### src/verilog/isp_prog_defs.vh
// Purpose: constants of the serial programming host
// Assumes: 10 MHz system clock, 100 ns period
// Notes:   times in ns, cycle counts derived from them except SCK_HALF_CYC, which is set directly
// Overview of operation
// - power on, reset low, wait 10 us, assert
// - after reset assert wait start-up time
// - power-down: sck low, wait, release mosi
// - deassert reset, 25 ns, release sck, power off
// - enter from run: reset, delay+100 ns, sck low
// - exit: sck low, mosi free, reset off, sck free
// - programmer is master, device is slave
// - whole bytes, full duplex, eight clocks each
// - most significant bit shifted first
// - mode 0, sample rising, change falling
// - sck period 200, high 75, low 50 ns; SCK_HALF_CYC of 2 gives 200 ns per phase, a 400 ns period
// - wait 2.5, 5 or 7.5 ms after commands
`ifndef ISP_PROG_DEFS_VH
`define ISP_PROG_DEFS_VH

// ********************************
// timing
// ********************************
`define CLK_NS        100
`define PWRUP_NS      10000
`define PWRUP_CYC     ((`PWRUP_NS + `CLK_NS - 1) / `CLK_NS)
`define FLOAT_NS      220
`define FLOAT_CYC     ((`FLOAT_NS + `CLK_NS - 1) / `CLK_NS)
`define LAG_NS        50
`define LAG_CYC       ((`LAG_NS + `CLK_NS - 1) / `CLK_NS)
`define RST_DROP_NS   120
`define RST_DROP_CYC  ((`RST_DROP_NS + `CLK_NS - 1) / `CLK_NS)
`define HOLD_NS       25
`define HOLD_CYC      ((`HOLD_NS + `CLK_NS - 1) / `CLK_NS)
`define PWROFF_NS     1000
`define PWROFF_CYC    (`PWROFF_NS / `CLK_NS)
`define SCK_HIGH_NS   75
`define SCK_LOW_NS    50
`define SCK_PERIOD_NS 200
`define SCK_HALF_CYC  2
`define STARTUP_NS    16000000
`define STARTUP_CYC   ((`STARTUP_NS + `CLK_NS - 1) / `CLK_NS)
`define WR_NS         2500000
`define WR_CYC        ((`WR_NS + `CLK_NS - 1) / `CLK_NS)
`define AWR_NS        5000000
`define AWR_CYC       ((`AWR_NS + `CLK_NS - 1) / `CLK_NS)
`define ERS_NS        7500000
`define ERS_CYC       ((`ERS_NS + `CLK_NS - 1) / `CLK_NS)

// ********************************
// commands
// ********************************
`define CMD_POWER_UP   3'h0
`define CMD_ENTER      3'h1
`define CMD_EXIT       3'h2
`define CMD_POWER_DOWN 3'h3
`define CMD_WAIT_WR    3'h4
`define CMD_WAIT_AWR   3'h5
`define CMD_WAIT_ERS   3'h6

`endif

### src/verilog/rx_skid_buffer.v
// Purpose: two-entry buffer for received bytes
// Assumes: source and sink on the same clock
// Notes:   outputs and in_ready come from flip-flops
`timescale 1ns/100ps
module rx_skid_buffer #(
  parameter WIDTH = 8
) (
  // clock and reset
  input  wire             clk,
  input  wire             sys_rst,
  // fill side
  input  wire             in_valid,
  input  wire [WIDTH-1:0] in_data,
  output reg              in_ready,
  // drain side
  output reg              out_valid,
  output reg  [WIDTH-1:0] out_data,
  input  wire             out_ready
);

  reg [WIDTH-1:0] skid_data;

  always @(posedge clk) begin
    if (sys_rst) begin
      in_ready  <= 1'b1;
      out_valid <= 1'b0;
      out_data  <= {WIDTH{1'b0}};
      skid_data <= {WIDTH{1'b0}};
    end else if (out_ready || !out_valid) begin
      if (!in_ready) begin
        out_data  <= skid_data;
        out_valid <= 1'b1;
        in_ready  <= 1'b1;
      end else begin
        out_valid <= in_valid;
        if (in_valid) begin
          out_data <= in_data;
        end
      end
    end else if (in_valid && in_ready) begin
      skid_data <= in_data;
      in_ready  <= 1'b0;
    end
  end

endmodule

### src/verilog/isp_programmer.v
// Purpose: host that powers, enters, drives and leaves serial programming
// Assumes: bench joins pins to the device; sck made here by a divider
// Notes:   long waits are parameters so a simulation can shorten them
`timescale 1ns/100ps
`include "isp_prog_defs.vh"
module isp_programmer #(
  parameter         RST_ACTIVE_HIGH = 1,
  parameter integer SCK_HALF        = `SCK_HALF_CYC,
  parameter integer STARTUP_CYCLES  = `STARTUP_CYC,
  parameter integer WR_CYCLES       = `WR_CYC,
  parameter integer AWR_CYCLES      = `AWR_CYC,
  parameter integer ERS_CYCLES      = `ERS_CYC
) (
  // clock and reset
  input  wire       clk,
  input  wire       sys_rst,
  // sequence commands
  input  wire       cmd_valid,
  input  wire [2:0] cmd_code,
  output reg        cmd_ready,
  output reg        in_session,
  output reg        powered,
  // bytes to send
  input  wire       tx_valid,
  input  wire [7:0] tx_data,
  output reg        tx_ready,
  // bytes received
  output wire       rx_valid,
  output wire [7:0] rx_data,
  input  wire       rx_ready,
  // device pins
  output reg        vdd_en,
  output reg        rst_pin,
  output reg        sck_out,
  output reg        sck_oe_n,
  output reg        mosi_out,
  output reg        mosi_oe_n,
  input  wire       miso
);

  // ********************************
  // states
  // ********************************
  localparam [12:0] S_OFF     = 13'h0001;
  localparam [12:0] S_PWRUP   = 13'h0002;
  localparam [12:0] S_STARTUP = 13'h0004;
  localparam [12:0] S_RUN     = 13'h0008;
  localparam [12:0] S_START   = 13'h0010;
  localparam [12:0] S_SESSION = 13'h0020;
  localparam [12:0] S_SHIFT   = 13'h0040;
  localparam [12:0] S_TAIL    = 13'h0080;
  localparam [12:0] S_BUSY    = 13'h0100;
  localparam [12:0] S_LAG     = 13'h0200;
  localparam [12:0] S_RSTDROP = 13'h0400;
  localparam [12:0] S_HOLD    = 13'h0800;
  localparam [12:0] S_PWROFF  = 13'h1000;

  localparam integer PWRUP_C = `PWRUP_CYC;
  localparam integer START_C = `FLOAT_CYC;
  localparam integer LAG_C   = `LAG_CYC;
  localparam integer DROP_C  = `RST_DROP_CYC;
  localparam integer HOLD_C  = `HOLD_CYC;
  localparam integer DOWN_C  = `PWROFF_CYC;
  localparam integer HALF_C  = SCK_HALF;
  localparam         RST_ON  = (RST_ACTIVE_HIGH != 0);

  reg  [12:0] state;
  reg  [17:0] cnt;
  reg  [2:0]  bit_idx;
  reg  [7:0]  tx_sh;
  reg  [7:0]  rx_sh;
  reg  [1:0]  rise_d;
  reg         pd_pending;
  reg         miso_m;
  reg         miso_s;
  reg         push;
  wire        buf_ready;
  wire        take;
  wire        cmd_take;

  assign take     = tx_valid && tx_ready && (state == S_SESSION);
  assign cmd_take = cmd_valid && cmd_ready && !take;

  // ********************************
  // miso synchroniser
  // ********************************
  always @(posedge clk) begin
    if (sys_rst) begin
      miso_m <= 1'b0;
      miso_s <= 1'b0;
    end else begin
      miso_m <= miso;
      miso_s <= miso_m;
    end
  end

  // ********************************
  // received-bit capture, two cycles after each rising edge
  // ********************************
  always @(posedge clk) begin
    if (sys_rst) begin
      rx_sh <= 8'h00;
    end else if (rise_d[1]) begin
      rx_sh <= {rx_sh[6:0], miso_s};
    end
  end

  // ********************************
  // sequencer
  // ********************************
  always @(posedge clk) begin
    if (sys_rst) begin
      state      <= S_OFF;
      cnt        <= 18'h00000;
      bit_idx    <= 3'h0;
      tx_sh      <= 8'h00;
      rise_d     <= 2'h0;
      pd_pending <= 1'b0;
      push       <= 1'b0;
      cmd_ready  <= 1'b0;
      tx_ready   <= 1'b0;
      in_session <= 1'b0;
      powered    <= 1'b0;
      vdd_en     <= 1'b0;
      rst_pin    <= 1'b0;
      sck_out    <= 1'b0;
      sck_oe_n   <= 1'b1;
      mosi_out   <= 1'b0;
      mosi_oe_n  <= 1'b1;
    end else begin
      push      <= 1'b0;
      rise_d    <= {rise_d[0], 1'b0};
      cmd_ready <= 1'b0;
      tx_ready  <= 1'b0;
      if (cnt != 18'h00000) begin
        cnt <= cnt - 18'h00001;
      end
      case (state)
        S_OFF: begin
          rst_pin   <= 1'b0;
          cmd_ready <= !cmd_take;
          if (cmd_take && cmd_code == `CMD_POWER_UP) begin
            vdd_en  <= 1'b1;
            powered <= 1'b1;
            cnt     <= PWRUP_C[17:0];
            state   <= S_PWRUP;
          end
        end
        S_PWRUP: begin
          if (cnt == 18'h00000) begin
            rst_pin <= RST_ON;
            cnt     <= STARTUP_CYCLES[17:0];
            state   <= S_STARTUP;
          end
        end
        S_STARTUP: begin
          if (cnt == 18'h00000) begin
            sck_oe_n   <= 1'b0;
            mosi_oe_n  <= 1'b0;
            in_session <= 1'b1;
            state      <= S_SESSION;
          end
        end
        S_RUN: begin
          cmd_ready <= !cmd_take;
          if (cmd_take && cmd_code == `CMD_ENTER) begin
            rst_pin <= RST_ON;
            cnt     <= START_C[17:0];
            state   <= S_START;
          end else if (cmd_take && cmd_code == `CMD_POWER_DOWN) begin
            vdd_en  <= 1'b0;
            powered <= 1'b0;
            rst_pin <= 1'b0;
            state   <= S_OFF;
          end
        end
        S_START: begin
          if (cnt == 18'h00000) begin
            sck_out    <= 1'b0;
            sck_oe_n   <= 1'b0;
            mosi_oe_n  <= 1'b0;
            in_session <= 1'b1;
            state      <= S_SESSION;
          end
        end
        S_SESSION: begin
          tx_ready  <= buf_ready && !push && !cmd_valid && !take;
          cmd_ready <= !cmd_take && !take;
          if (take) begin
            tx_sh    <= tx_data;
            mosi_out <= tx_data[7];
            bit_idx  <= 3'h0;
            cnt      <= HALF_C[17:0] - 18'h00001;
            state    <= S_SHIFT;
          end else if (cmd_take) begin
            case (cmd_code)
              `CMD_EXIT, `CMD_POWER_DOWN: begin
                sck_out    <= 1'b0;
                pd_pending <= (cmd_code == `CMD_POWER_DOWN);
                cnt        <= LAG_C[17:0];
                state      <= S_LAG;
              end
              `CMD_WAIT_WR: begin
                cnt   <= WR_CYCLES[17:0];
                state <= S_BUSY;
              end
              `CMD_WAIT_AWR: begin
                cnt   <= AWR_CYCLES[17:0];
                state <= S_BUSY;
              end
              `CMD_WAIT_ERS: begin
                cnt   <= ERS_CYCLES[17:0];
                state <= S_BUSY;
              end
              default: state <= S_SESSION;
            endcase
          end
        end
        S_SHIFT: begin
          if (cnt == 18'h00000) begin
            cnt     <= HALF_C[17:0] - 18'h00001;
            sck_out <= !sck_out;
            if (!sck_out) begin
              rise_d[0] <= 1'b1;
            end else if (bit_idx == 3'h7) begin
              state <= S_TAIL;
            end else begin
              tx_sh    <= {tx_sh[6:0], 1'b0};
              mosi_out <= tx_sh[6];
              bit_idx  <= bit_idx + 3'h1;
            end
          end
        end
        S_TAIL: begin
          if (rise_d == 2'h0 && !push) begin
            push  <= 1'b1;
            state <= S_SESSION;
          end
        end
        S_BUSY: begin
          if (cnt == 18'h00000) begin
            state <= S_SESSION;
          end
        end
        S_LAG: begin
          if (cnt == 18'h00000) begin
            mosi_oe_n <= 1'b1;
            cnt       <= DROP_C[17:0];
            state     <= S_RSTDROP;
          end
        end
        S_RSTDROP: begin
          if (cnt == 18'h00000) begin
            rst_pin    <= !RST_ON;
            in_session <= 1'b0;
            cnt        <= HOLD_C[17:0];
            state      <= S_HOLD;
          end
        end
        S_HOLD: begin
          if (cnt == 18'h00000) begin
            sck_oe_n <= 1'b1;
            if (pd_pending) begin
              cnt   <= DOWN_C[17:0] - 18'h00001;
              state <= S_PWROFF;
            end else begin
              state <= S_RUN;
            end
          end
        end
        S_PWROFF: begin
          if (cnt == 18'h00000) begin
            vdd_en  <= 1'b0;
            powered <= 1'b0;
            rst_pin <= 1'b0;
            state   <= S_OFF;
          end
        end
        default: state <= S_OFF;
      endcase
    end
  end

  // ********************************
  // received-byte buffer
  // ********************************
  rx_skid_buffer #(
    .WIDTH (8)
  ) u_rx_buf (
    .clk       (clk),
    .sys_rst   (sys_rst),
    .in_valid  (push),
    .in_data   (rx_sh),
    .in_ready  (buf_ready),
    .out_valid (rx_valid),
    .out_data  (rx_data),
    .out_ready (rx_ready)
  );
endmodule

### config.mk
export PLATFORM = sky130hd
export DESIGN_NAME = isp_programmer
export DESIGN_NICKNAME = d
export VERILOG_FILES = /design/src/verilog/rx_skid_buffer.v /design/src/verilog/isp_programmer.v
export VERILOG_INCLUDE_DIRS = /design/src /design/src/verilog
export SDC_FILE = /design/constraint.sdc
export NUM_CORES = 1
export LEC_CHECK = 0
export ABC_AREA = 1
export BUFFER_PORTS_ARGS = -buffer_cell sky130_fd_sc_hd__buf_2
export CAP_MARGIN = 20
export CORE_MARGIN = 3
export CORE_UTILIZATION = 57
export CTS_BUF_LIST = sky130_fd_sc_hd__clkbuf_16
export DETAILED_ROUTE_END_ITERATION = 10
export HOLD_SLACK_MARGIN = 0.1
export PLACE_DENSITY_LB_ADDON = 0.15
export SLEW_MARGIN = 20
export SYNTH_ARGS = -nofsm -noshare
export SYNTH_HDL_FRONTEND = slang
export SYNTH_SLANG_ARGS = --single-unit
### constraint.sdc
create_clock -name clk -period 4.62 [get_ports clk]
set_input_delay 0.462 -clock clk [delete_from_list [all_inputs] [get_ports clk]]
set_output_delay 0.462 -clock clk [all_outputs]
set_load 0.01 [all_outputs]
==> run_results.csv, run 1 <==
group,metric,value,unit
worst_hold_path,min_path_type,"input pin to register",
layout,design_area,5580,um^2
run,max_cap_viol_count,0,
pwr,ir_worst_vdd,287,uV
route,drt.antenna.violating_nets,0,
global_route,grt_use_met2,48.6,%
worst_setup_path,cp_max_fo,12,
synthesis,ys_seq_elements,82,
worst_setup_path,crit_slowest_cell,"o21ai_0",
global_route,grt_pass1_wl,23900,um
die,die_h,100,um
sta,post-route-period-util,60.8,%
global_route,met3_usage,5.35,%
synthesis,netlist_area,5040,um^2
layout,final_cell_mix,"nand2_1 (157), nor2_1 (149), dfxtp_1 (82)",
sta,finalClockSkew,11.1,ps
sta,setup_violations,0,
cts,cts_tree,"yes",
die,pin_count,36,
sta,rsz0062_at_grt,"no",
synthesis,yosysSeqAreaShare,32.5,%
cts,holdBufCountCts,0,
global_route,grt_max_degree,40,
route,vias,5329,
global_route,grtUsageMet1,39.7,%
worst_setup_path,crit_cells,11,
die,rows,33,
route,drc,0,
sta,min_period,2810,ps
worst_setup_path,cp-start-kind,"register",
global_route,overflow,0,
worst_setup_path,critPathKind,"register to register",
worst_setup_path,end_kind,"register",
route,drtIter0Drc,469,
sta,hold_viol,0,
sta,clock.fmax,356,MHz
sta,worstMarginPinSlew,662,ps
die,dieArea,10000,um^2
cts,path_clk_slew,70,ps
synthesis,syn_nets,809,
die,start_util,59.9,%
worst_setup_path,critPathBufInv,1,
pwr,power,3.29,mW
route,firstDrtPassIters,7,
placement,dpl_cell_area,5240,um^2
placement,place_congestion,1.02,
route,post_drt_wl_per_cell,16.1,um
sta,slew_viol_final,0,
worst_setup_path,cp_top_family,"simple AND/OR/NAND/NOR gates",
worst_setup_path,required,4860,ps
synthesis,ys_types,40,
worst_setup_path,max_stage_delay,530,ps
layout,area_growth,10.5,%
route,wirelength,14900,um
cts,cts_buffers,9,
die,die_w,100,um
sta,slew_headroom,55.6,%
layout,diodes,0,
synthesis,synth.avg_cell_area,6.41,um^2
cts,cts_root_buf,"clkbuf_16",
cts,clock_path_buffers,2,
worst_setup_path,path_cells,"inv_1 > ha_1 > nand2_2 > nor2_1 > nand3_1 > o21ai_0 > nand3_1 > nor2_1 > nand3_1 > nand2_1 > nor2_1",
layout,stdcell_count,923,
cts,cts_resized,0,
die,core,8420,um^2
layout,post_route_cells_drive_above_1_share,13.1,%
placement,dp_cells,907,
worst_hold_path,holdPathStages,3,
global_route,busiest_layer,"met2",
global_route,track_usage,30.1,%
pwr,powerDensity,590,nW/um^2
global_route,antenna_found_initial,0,
cts,clock_latency,340,ps
layout,final_nets,835,
placement,hpwl,10900,um
cts,cts.sinks,82,
layout,final_common_cell,"nand2_1",
pwr,leakage,2.70,nW
global_route,grt_pass1_vias,4860,
worst_setup_path,crit_arrival,3050,ps
placement,io_buffers,35,
synthesis,yosys_warnings,0,
cts,postCtsSetupBuffers,0,
status,status,"complete, no violations",
cts,h-tree-depth,3,
sta,setup_tns,0,ps
layout,fin_util,66.2,%
route,vias_per_cell,5.77,
worst_setup_path,ff2ff_path_depth,11,
synthesis,syn_inst,787,
==> final cells by class <==
| class | count | area, um^2 |
|---|---|---|
| multi-input combinational | 593 | 2940 |
| fill | 794 | 2850 |
| sequential | 82 | 1640 |
| inverter | 91 | 343 |
| clock buffer | 9 | 225 |
| timing repair buffer | 36 | 183 |
| tap | 105 | 131 |
| clock inverter | 7 | 111 |
==> registers in the layout, indices dropped and copies added, names as in the netlist, 2 cells and up <==
name,count
rx_sh,8
cnt,18
u_rx_buf.skid_data,8
u_rx_buf.out_data,8
bit_idx,3
tx_sh,7
rise_d,2
state,13
==> worst register-to-register path: stages, from the launching register on <==
cell	delay, ps
dfxtp_1	340
inv_1	150
ha_1	350
nand2_2	140
nor2_1	120
nand3_1	450
o21ai_0	540
nand3_1	190
nor2_1	200
nand3_1	110
nand2_1	90
nor2_1	40
==> cells in the mapped netlist <==
cell / count / area [um^2]
o211ai_1: 5 / 37.5
buf_2: 5 / 25.0
nand2_1: 157 / 589
ha_1: 5 / 62.6
o21ai_1: 6 / 30.0
o21bai_1: 1 / 7.51
nor4_1: 3 / 18.8
clkbuf_1: 10 / 37.5
o21ai_0: 58 / 290
a31o_2: 1 / 8.76
a21boi_0: 1 / 7.51
dfxtp_1: 82 / 1640
nand3_2: 7 / 70.1
or2_2: 1 / 6.26
buf_6: 3 / 33.8
buf_4: 3 / 22.5
a211oi_1: 1 / 7.51
inv_2: 8 / 30.0
xnor2_1: 5 / 43.8
nand3_4: 3 / 52.6
a21oi_1: 55 / 275
nand2_2: 10 / 62.6
nand2_4: 4 / 45.0
or2_0: 1 / 6.26
nor2_4: 11 / 124
o31ai_1: 2 / 15.0
a31oi_1: 1 / 6.26
clkinv_2: 1 / 5.00
clkinv_1: 3 / 11.3
nor3_1: 13 / 65.1
nor2_1: 149 / 559
a22o_1: 1 / 8.76
nor2_2: 9 / 56.3
nand4_1: 13 / 81.3
nand3_1: 54 / 270
xor2_1: 9 / 78.8
a311oi_1: 1 / 8.76
nand3b_1: 5 / 37.5
o2111ai_1: 1 / 8.76
inv_1: 79 / 297
==> where the power goes <==
part           internal (mW)  total (mW)  switching [mW]  leakage, nW
clock network          0.484       0.809           0.325        0.163
registers              0.805       0.891          0.0856        0.666
logic                  0.496        1.59            1.09         1.87
total                   1.79        3.29            1.50         2.70
==> final timing paths <==
path	from	slack, ps	to
setup / recovery	cnt[0]$_SDFF_PP0_	1810	cnt[6]$_SDFF_PP0_
setup reg to reg	cnt[0]$_SDFF_PP0_	1810	cnt[6]$_SDFF_PP0_
hold / removal	miso	330	miso_m$_SDFF_PP0_
hold reg to reg	miso_m$_SDFF_PP0_	400	miso_s$_SDFF_PP0_
==> logic make-up after synthesis <==
kind of cell    after synthesis  synth area share, %
simple gates                440                 40.5
compound gates              134                 14.1
buf+inv                     112                 9.15
flops                        82                 32.5
xor+xnor                     14                 2.43
fa+ha+maj                     5                 1.24
==> metrics by stage <==
step / hold slack (ps) / worst slack, ps
finish: 331 / 1810
global route: 332 / 1570
CTS: 326 / 1810
detailed placement: 400 / 1960
global placement: 398 / 2120
floorplan: 388 / 2630
==> layer usage <==
metal | wire length, um | part of all wire [%]
met5 | 0 | 0
met4 | 425 | 2.9
met3 | 1150 | 7.7
met2 | 6910 | 46
met1 | 6410 | 43
(Power assumes the default switching activity.)
==> run 2: changes to the inputs <==
- clock period: 4.62 -> 2.7 ns (I/O delays scaled with it)
==> run_results.csv, run 2 (synthesis gave the netlist of run 1 again) <==
group,metric,value,unit
route,firstDrtPassIters,5,
global_route,grt_pass1_wl,24300,um
cts,clock_latency,340,ps
sta,worstMarginPinSlew,650,ps
global_route,grt_max_degree,38,
global_route,overflow,0,
cts,h-tree-depth,3,
layout,diodes,0,
sta,rsz0062_at_grt,"no",
worst_setup_path,critPathKind,"register to register",
worst_setup_path,end_kind,"register",
die,core,8420,um^2
worst_hold_path,holdCritStartpoint,"miso",
sta,post-route-period-util,94.5,%
placement,place_congestion,1.01,
worst_setup_path,cp-start-kind,"register",
worst_setup_path,r2r_start,"cnt[0]$_SDFF_PP0_",
layout,post_route_cells_drive_above_1_share,13.6,%
layout,largest_reg_flops,18,
layout,stdcell_count,927,
worst_setup_path,crit_arrival,2780,ps
die,die_h,100,um
placement,dp_slack,126,ps
global_route,track_usage,30.6,%
global_route,antenna_found_initial,0,
worst_setup_path,ff2ff_path_depth,11,
sta,slew_headroom,56.3,%
pwr,power,5.47,mW
sta,hold_viol,0,
die,die_w,100,um
pwr,leakage,2.69,nW
sta,finalClockSkew,5.66,ps
status,status,"complete, no violations",
worst_hold_path,min_path_type,"input pin to register",
cts,cts_tree,"yes",
cts,cts_root_buf,"clkbuf_16",
worst_hold_path,min_to,"miso_m$_SDFF_PP0_",
worst_setup_path,rr_endpoint,"state[5]$_SDFFE_PP0P_",
layout,fin_util,66.1,%
route,wirelength,14900,um
run,max_cap_viol_count,0,
layout,final_cell_mix,"nand2_1 (157), nor2_1 (149), dfxtp_1 (82)",
route,vias,5257,
cts,cts.sinks,82,
pwr,ir_worst_vdd,501,uV
route,vias_per_cell,5.67,
die,rows,33,
cts,holdBufCountCts,0,
die,dieArea,10000,um^2
pwr,powerDensity,981,nW/um^2
sta,slew_viol_final,0,
placement,hpwl,11200,um
worst_setup_path,ff2ff_setup_slack,150,ps
layout,final_common_cell,"nand2_1",
placement,dp_cells,910,
worst_hold_path,holdPathStages,3,
route,drc,0,
route,post_drt_wl_per_cell,16.1,um
die,pin_count,36,
die,start_util,59.9,%
sta,finalWorstSetupSlack,148,ps
layout,top_regs,"cnt (18), state (13)",
route,drt.antenna.violating_nets,0,
worst_setup_path,required,2930,ps
route,drtIter0Drc,442,
worst_setup_path,cp_max_fo,12,
cts,cts_buffers,9,
cts,clock_path_buffers,2,
cts,path_clk_slew,70,ps
sta,clock.fmax,392,MHz
placement,io_buffers,35,
layout,regMostFlops,"cnt",
layout,final_nets,839,
sta,min_period,2550,ps
sta,setup_violations,0,
layout,area_growth,10.4,%
sta,setup_tns,0,ps
global_route,grt_pass1_vias,4973,
[run 2: worst max-delay path by stage]
stage,startpoint,to,slack (ps),cells after the start
after floorplan,cnt[0]$_SDFF_PP0_,cnt[0]$_SDFF_PP0_,710,14
final,cnt[0]$_SDFF_PP0_,state[5]$_SDFFE_PP0P_,150,11
after global routing,cnt[0]$_SDFF_PP0_,state[5]$_SDFFE_PP0P_,10,11
after detailed placement,cnt[0]$_SDFF_PP0_,state[7]$_SDFFE_PP0P_,130,13
after global placement,cnt[0]$_SDFF_PP0_,state[5]$_SDFFE_PP0P_,240,11
after CTS,cnt[0]$_SDFF_PP0_,state[7]$_SDFFE_PP0P_,120,13
[run 2: what timing repair did]
action | in CTS | in global routing
setup endpoints to repair | 0 | 18
setup buffers | 0 | 0
gates resized for setup | 0 | 2
hold endpoints to repair | 0 | 0
[run 2: final cells by class]
type / count / area, um^2
clock inverter: 7 / 68.8
tap: 105 / 131
fill: 794 / 2850
timing repair buffer: 39 / 205
multi-input combinational: 594 / 2960
inverter: 91 / 343
clock buffer: 9 / 225
sequential: 82 / 1640
[run 2: per-stage QoR]
step	hold WS [ps]	area, um^2
5_1_grt	154	5570
4_1_cts	125	5560
6_report	128	5570
3_3_place_gp	398	5260
3_5_place_dp	411	5260
2_1_floorplan	349	5040
[run 2: routing by layer]
metal	track usage, %	share of wire (%)
met1	40.4	44
met2	50.6	46
met3	5.14	6.8
met4	10.8	3.1
met5	0	0
[run 2: critical path, cell delays in order, from the launching register on]
cell,delay (ps)
dfxtp_1,340
inv_1,150
ha_1,350
nand2_2,140
nor2_4,210
nand3_4,210
inv_1,420
o21ai_0,230
nor2_1,180
nand3_1,80
nand2_1,60
nor2_1,40
[run 2: power breakdown]
group / leakage, nW / internal (mW) / total, mW / switching (mW)
logic: 1.89 / 0.875 / 2.73 / 1.85
clock network: 0.140 / 0.653 / 1.22 / 0.567
registers: 0.666 / 1.38 / 1.52 / 0.144
==> run 3: changes to the inputs <==
- clock period: 2.7 -> 3.2 ns (I/O delays scaled with it)
==> run_results.csv, run 3 (synthesis gave the netlist of run 1 again) <==
group,metric,value,unit
status,status,"complete, no violations",
die,die_h,100,um
worst_setup_path,path_cells,"inv_1 > ha_1 > nand2_2 > nor2_1 > nand3_1 > o21ai_0 > nand3_1 > nor2_1 > nand4_1 > nand2_1 > nor2_1",
worst_setup_path,cp_common_cell,"nor2_1",
layout,final_cell_mix,"nand2_1 (157), nor2_1 (149), dfxtp_1 (82)",
layout,final_common_cell,"nand2_1",
layout,design_area,5540,um^2
cts,cts_buffers,9,
layout,n_fill_cell,832,
pwr,pwr-share-clk,22.8,%
pwr,pwr-share-seq,28.3,%
layout,area_growth,9.75,%
die,rows,33,
placement,hpwl,10800,um
global_route,grt_pass1_vias,4794,
sta,finalClockSkew,9.06,ps
cts,postCtsSetupBuffers,0,
sta,min_period,2710,ps
route,wirelength,14400,um
cts,cts.sinks,82,
sta,setup_tns,0,ps
sta,slew_viol_final,0,
cts,cts_root_buf,"clkbuf_16",
route,firstDrtPassIters,5,
placement,place_congestion,1.03,
sta,worstMarginPinSlew,624,ps
worst_setup_path,cp-start-kind,"register",
pwr,powerDensity,820,nW/um^2
layout,top_regs,"cnt (18), state (13)",
placement,io_buffers,35,
sta,clock.fmax,369,MHz
layout,area.sequential,1640,um^2
global_route,track_usage,29.4,%
worst_setup_path,cp_max_fo,12,
die,start_util,59.9,%
route,drt.antenna.violating_nets,0,
cts,h-tree-depth,3,
cts,holdBufCountCts,0,
die,core,8420,um^2
route,drc,0,
sta,slew_headroom,58.4,%
sta,rsz0062_at_grt,"no",
route,vias_per_cell,5.63,
cts,path_clk_slew,70,ps
layout,fin_util,65.7,%
layout,diodes,0,
pwr,leakage,2.68,nW
pwr,intPower,2.43,mW
worst_setup_path,end_kind,"register",
layout,largest_reg_flops,18,
global_route,grt_pass1_wl,23600,um
sta,hold_viol,0,
worst_setup_path,critPathKind,"register to register",
worst_setup_path,crit_slowest_cell,"o21ai_0",
cts,clock_path_buffers,2,
route,vias,5193,
pwr,power,4.54,mW
pwr,ir_worst_vdd,405,uV
worst_setup_path,crit_arrival,2940,ps
cts,cts_tree,"yes",
die,dieArea,10000,um^2
die,die_w,100,um
layout,regMostFlops,"cnt",
worst_setup_path,max_stage_delay,500,ps
route,post_drt_wl_per_cell,15.6,um
layout,multiInputGateArea,2940,um^2
placement,dpl_cell_area,5240,um^2
global_route,antenna_found_initial,0,
worst_setup_path,required,3440,ps
layout,post_route_cells_drive_above_1_share,13.1,%
run,max_cap_viol_count,0,
worst_hold_path,min_path_type,"input pin to register",
pwr,netSwitchingFraction,46.6,%
route,drtIter0Drc,367,
pwr,switchingPower,2.11,mW
global_route,overflow,0,
cts,clock_latency,340,ps
layout,final_nets,835,
global_route,grt_max_degree,56,
die,pin_count,36,
cts,cts_resized,0,
sta,setup_violations,0,
pwr,power_frac_comb,48.8,%
sta,post-route-period-util,84.6,%
==> run 3: power groups by stage <==
| stage | registers [mW] | logic [mW] | clock network, mW |
|---|---|---|---|
| after floorplan | 1.28 | 1.77 | 0 |
| after global placement | 1.30 | 2.13 | 0 |
| after detailed placement | 1.31 | 2.16 | 0 |
| after CTS | 1.29 | 2.18 | 1.05 |
| after global routing | 1.30 | 2.49 | 1.10 |
| final | 1.29 | 2.22 | 1.04 |
==> run 3: worst paths after layout <==
kind,startpoint,to,slack [ps],depth (start not counted)
hold reg to reg,miso_m$_SDFF_PP0_,miso_s$_SDFF_PP0_,410,2
hold / removal,cmd_valid,tx_ready$_SDFF_PP0_,190,2
setup reg to reg,cnt[0]$_SDFF_PP0_,cnt[8]$_SDFF_PP0_,490,11
setup / recovery,cnt[0]$_SDFF_PP0_,cnt[8]$_SDFF_PP0_,490,11
==> run 3: through the flow <==
| step | hold WS (ps) | setup WS [ps] | instances |
|---|---|---|---|
| detailed placement | 403 | 555 | 907 |
| global route | 192 | 217 | 923 |
| finish | 188 | 494 | 923 |
| floorplan | 388 | 1210 | 787 |
| CTS | 190 | 547 | 923 |
| global placement | 399 | 704 | 907 |
==> run 3: final cells by class <==
| cell class | count | share of cell area, % |
|---|---|---|
| clock buffers | 9 | 4.07 |
| inverters | 91 | 6.19 |
| repair buffers | 36 | 3.30 |
| well taps | 105 | 2.37 |
| multi-input cells | 593 | 53.1 |
| clock inverters | 7 | 1.29 |
| flip-flops and latches | 82 | 29.6 |
==> run 3: metal layers <==
metal | share of wire (%) | track usage (%) | up-vias
met1 | 44 | 38.7 | 2350
met5 | 0 | 0 | -
met2 | 46 | 47.8 | 202
met4 | 2.4 | 10.1 | 0
met3 | 7.4 | 6.18 | 38
li1 | - | - | 2603
==> run 3: critical path, delay by kind of cell, from the launching register on <==
family | cells | cell delay [ps]
flip-flops | 1 | 350
AND/OR/NAND/NOR | 8 | 1280
AO/OA/AOI/OAI | 1 | 500
adder cells (fa/ha/maj) | 1 | 330
buffers and inverters | 1 | 150
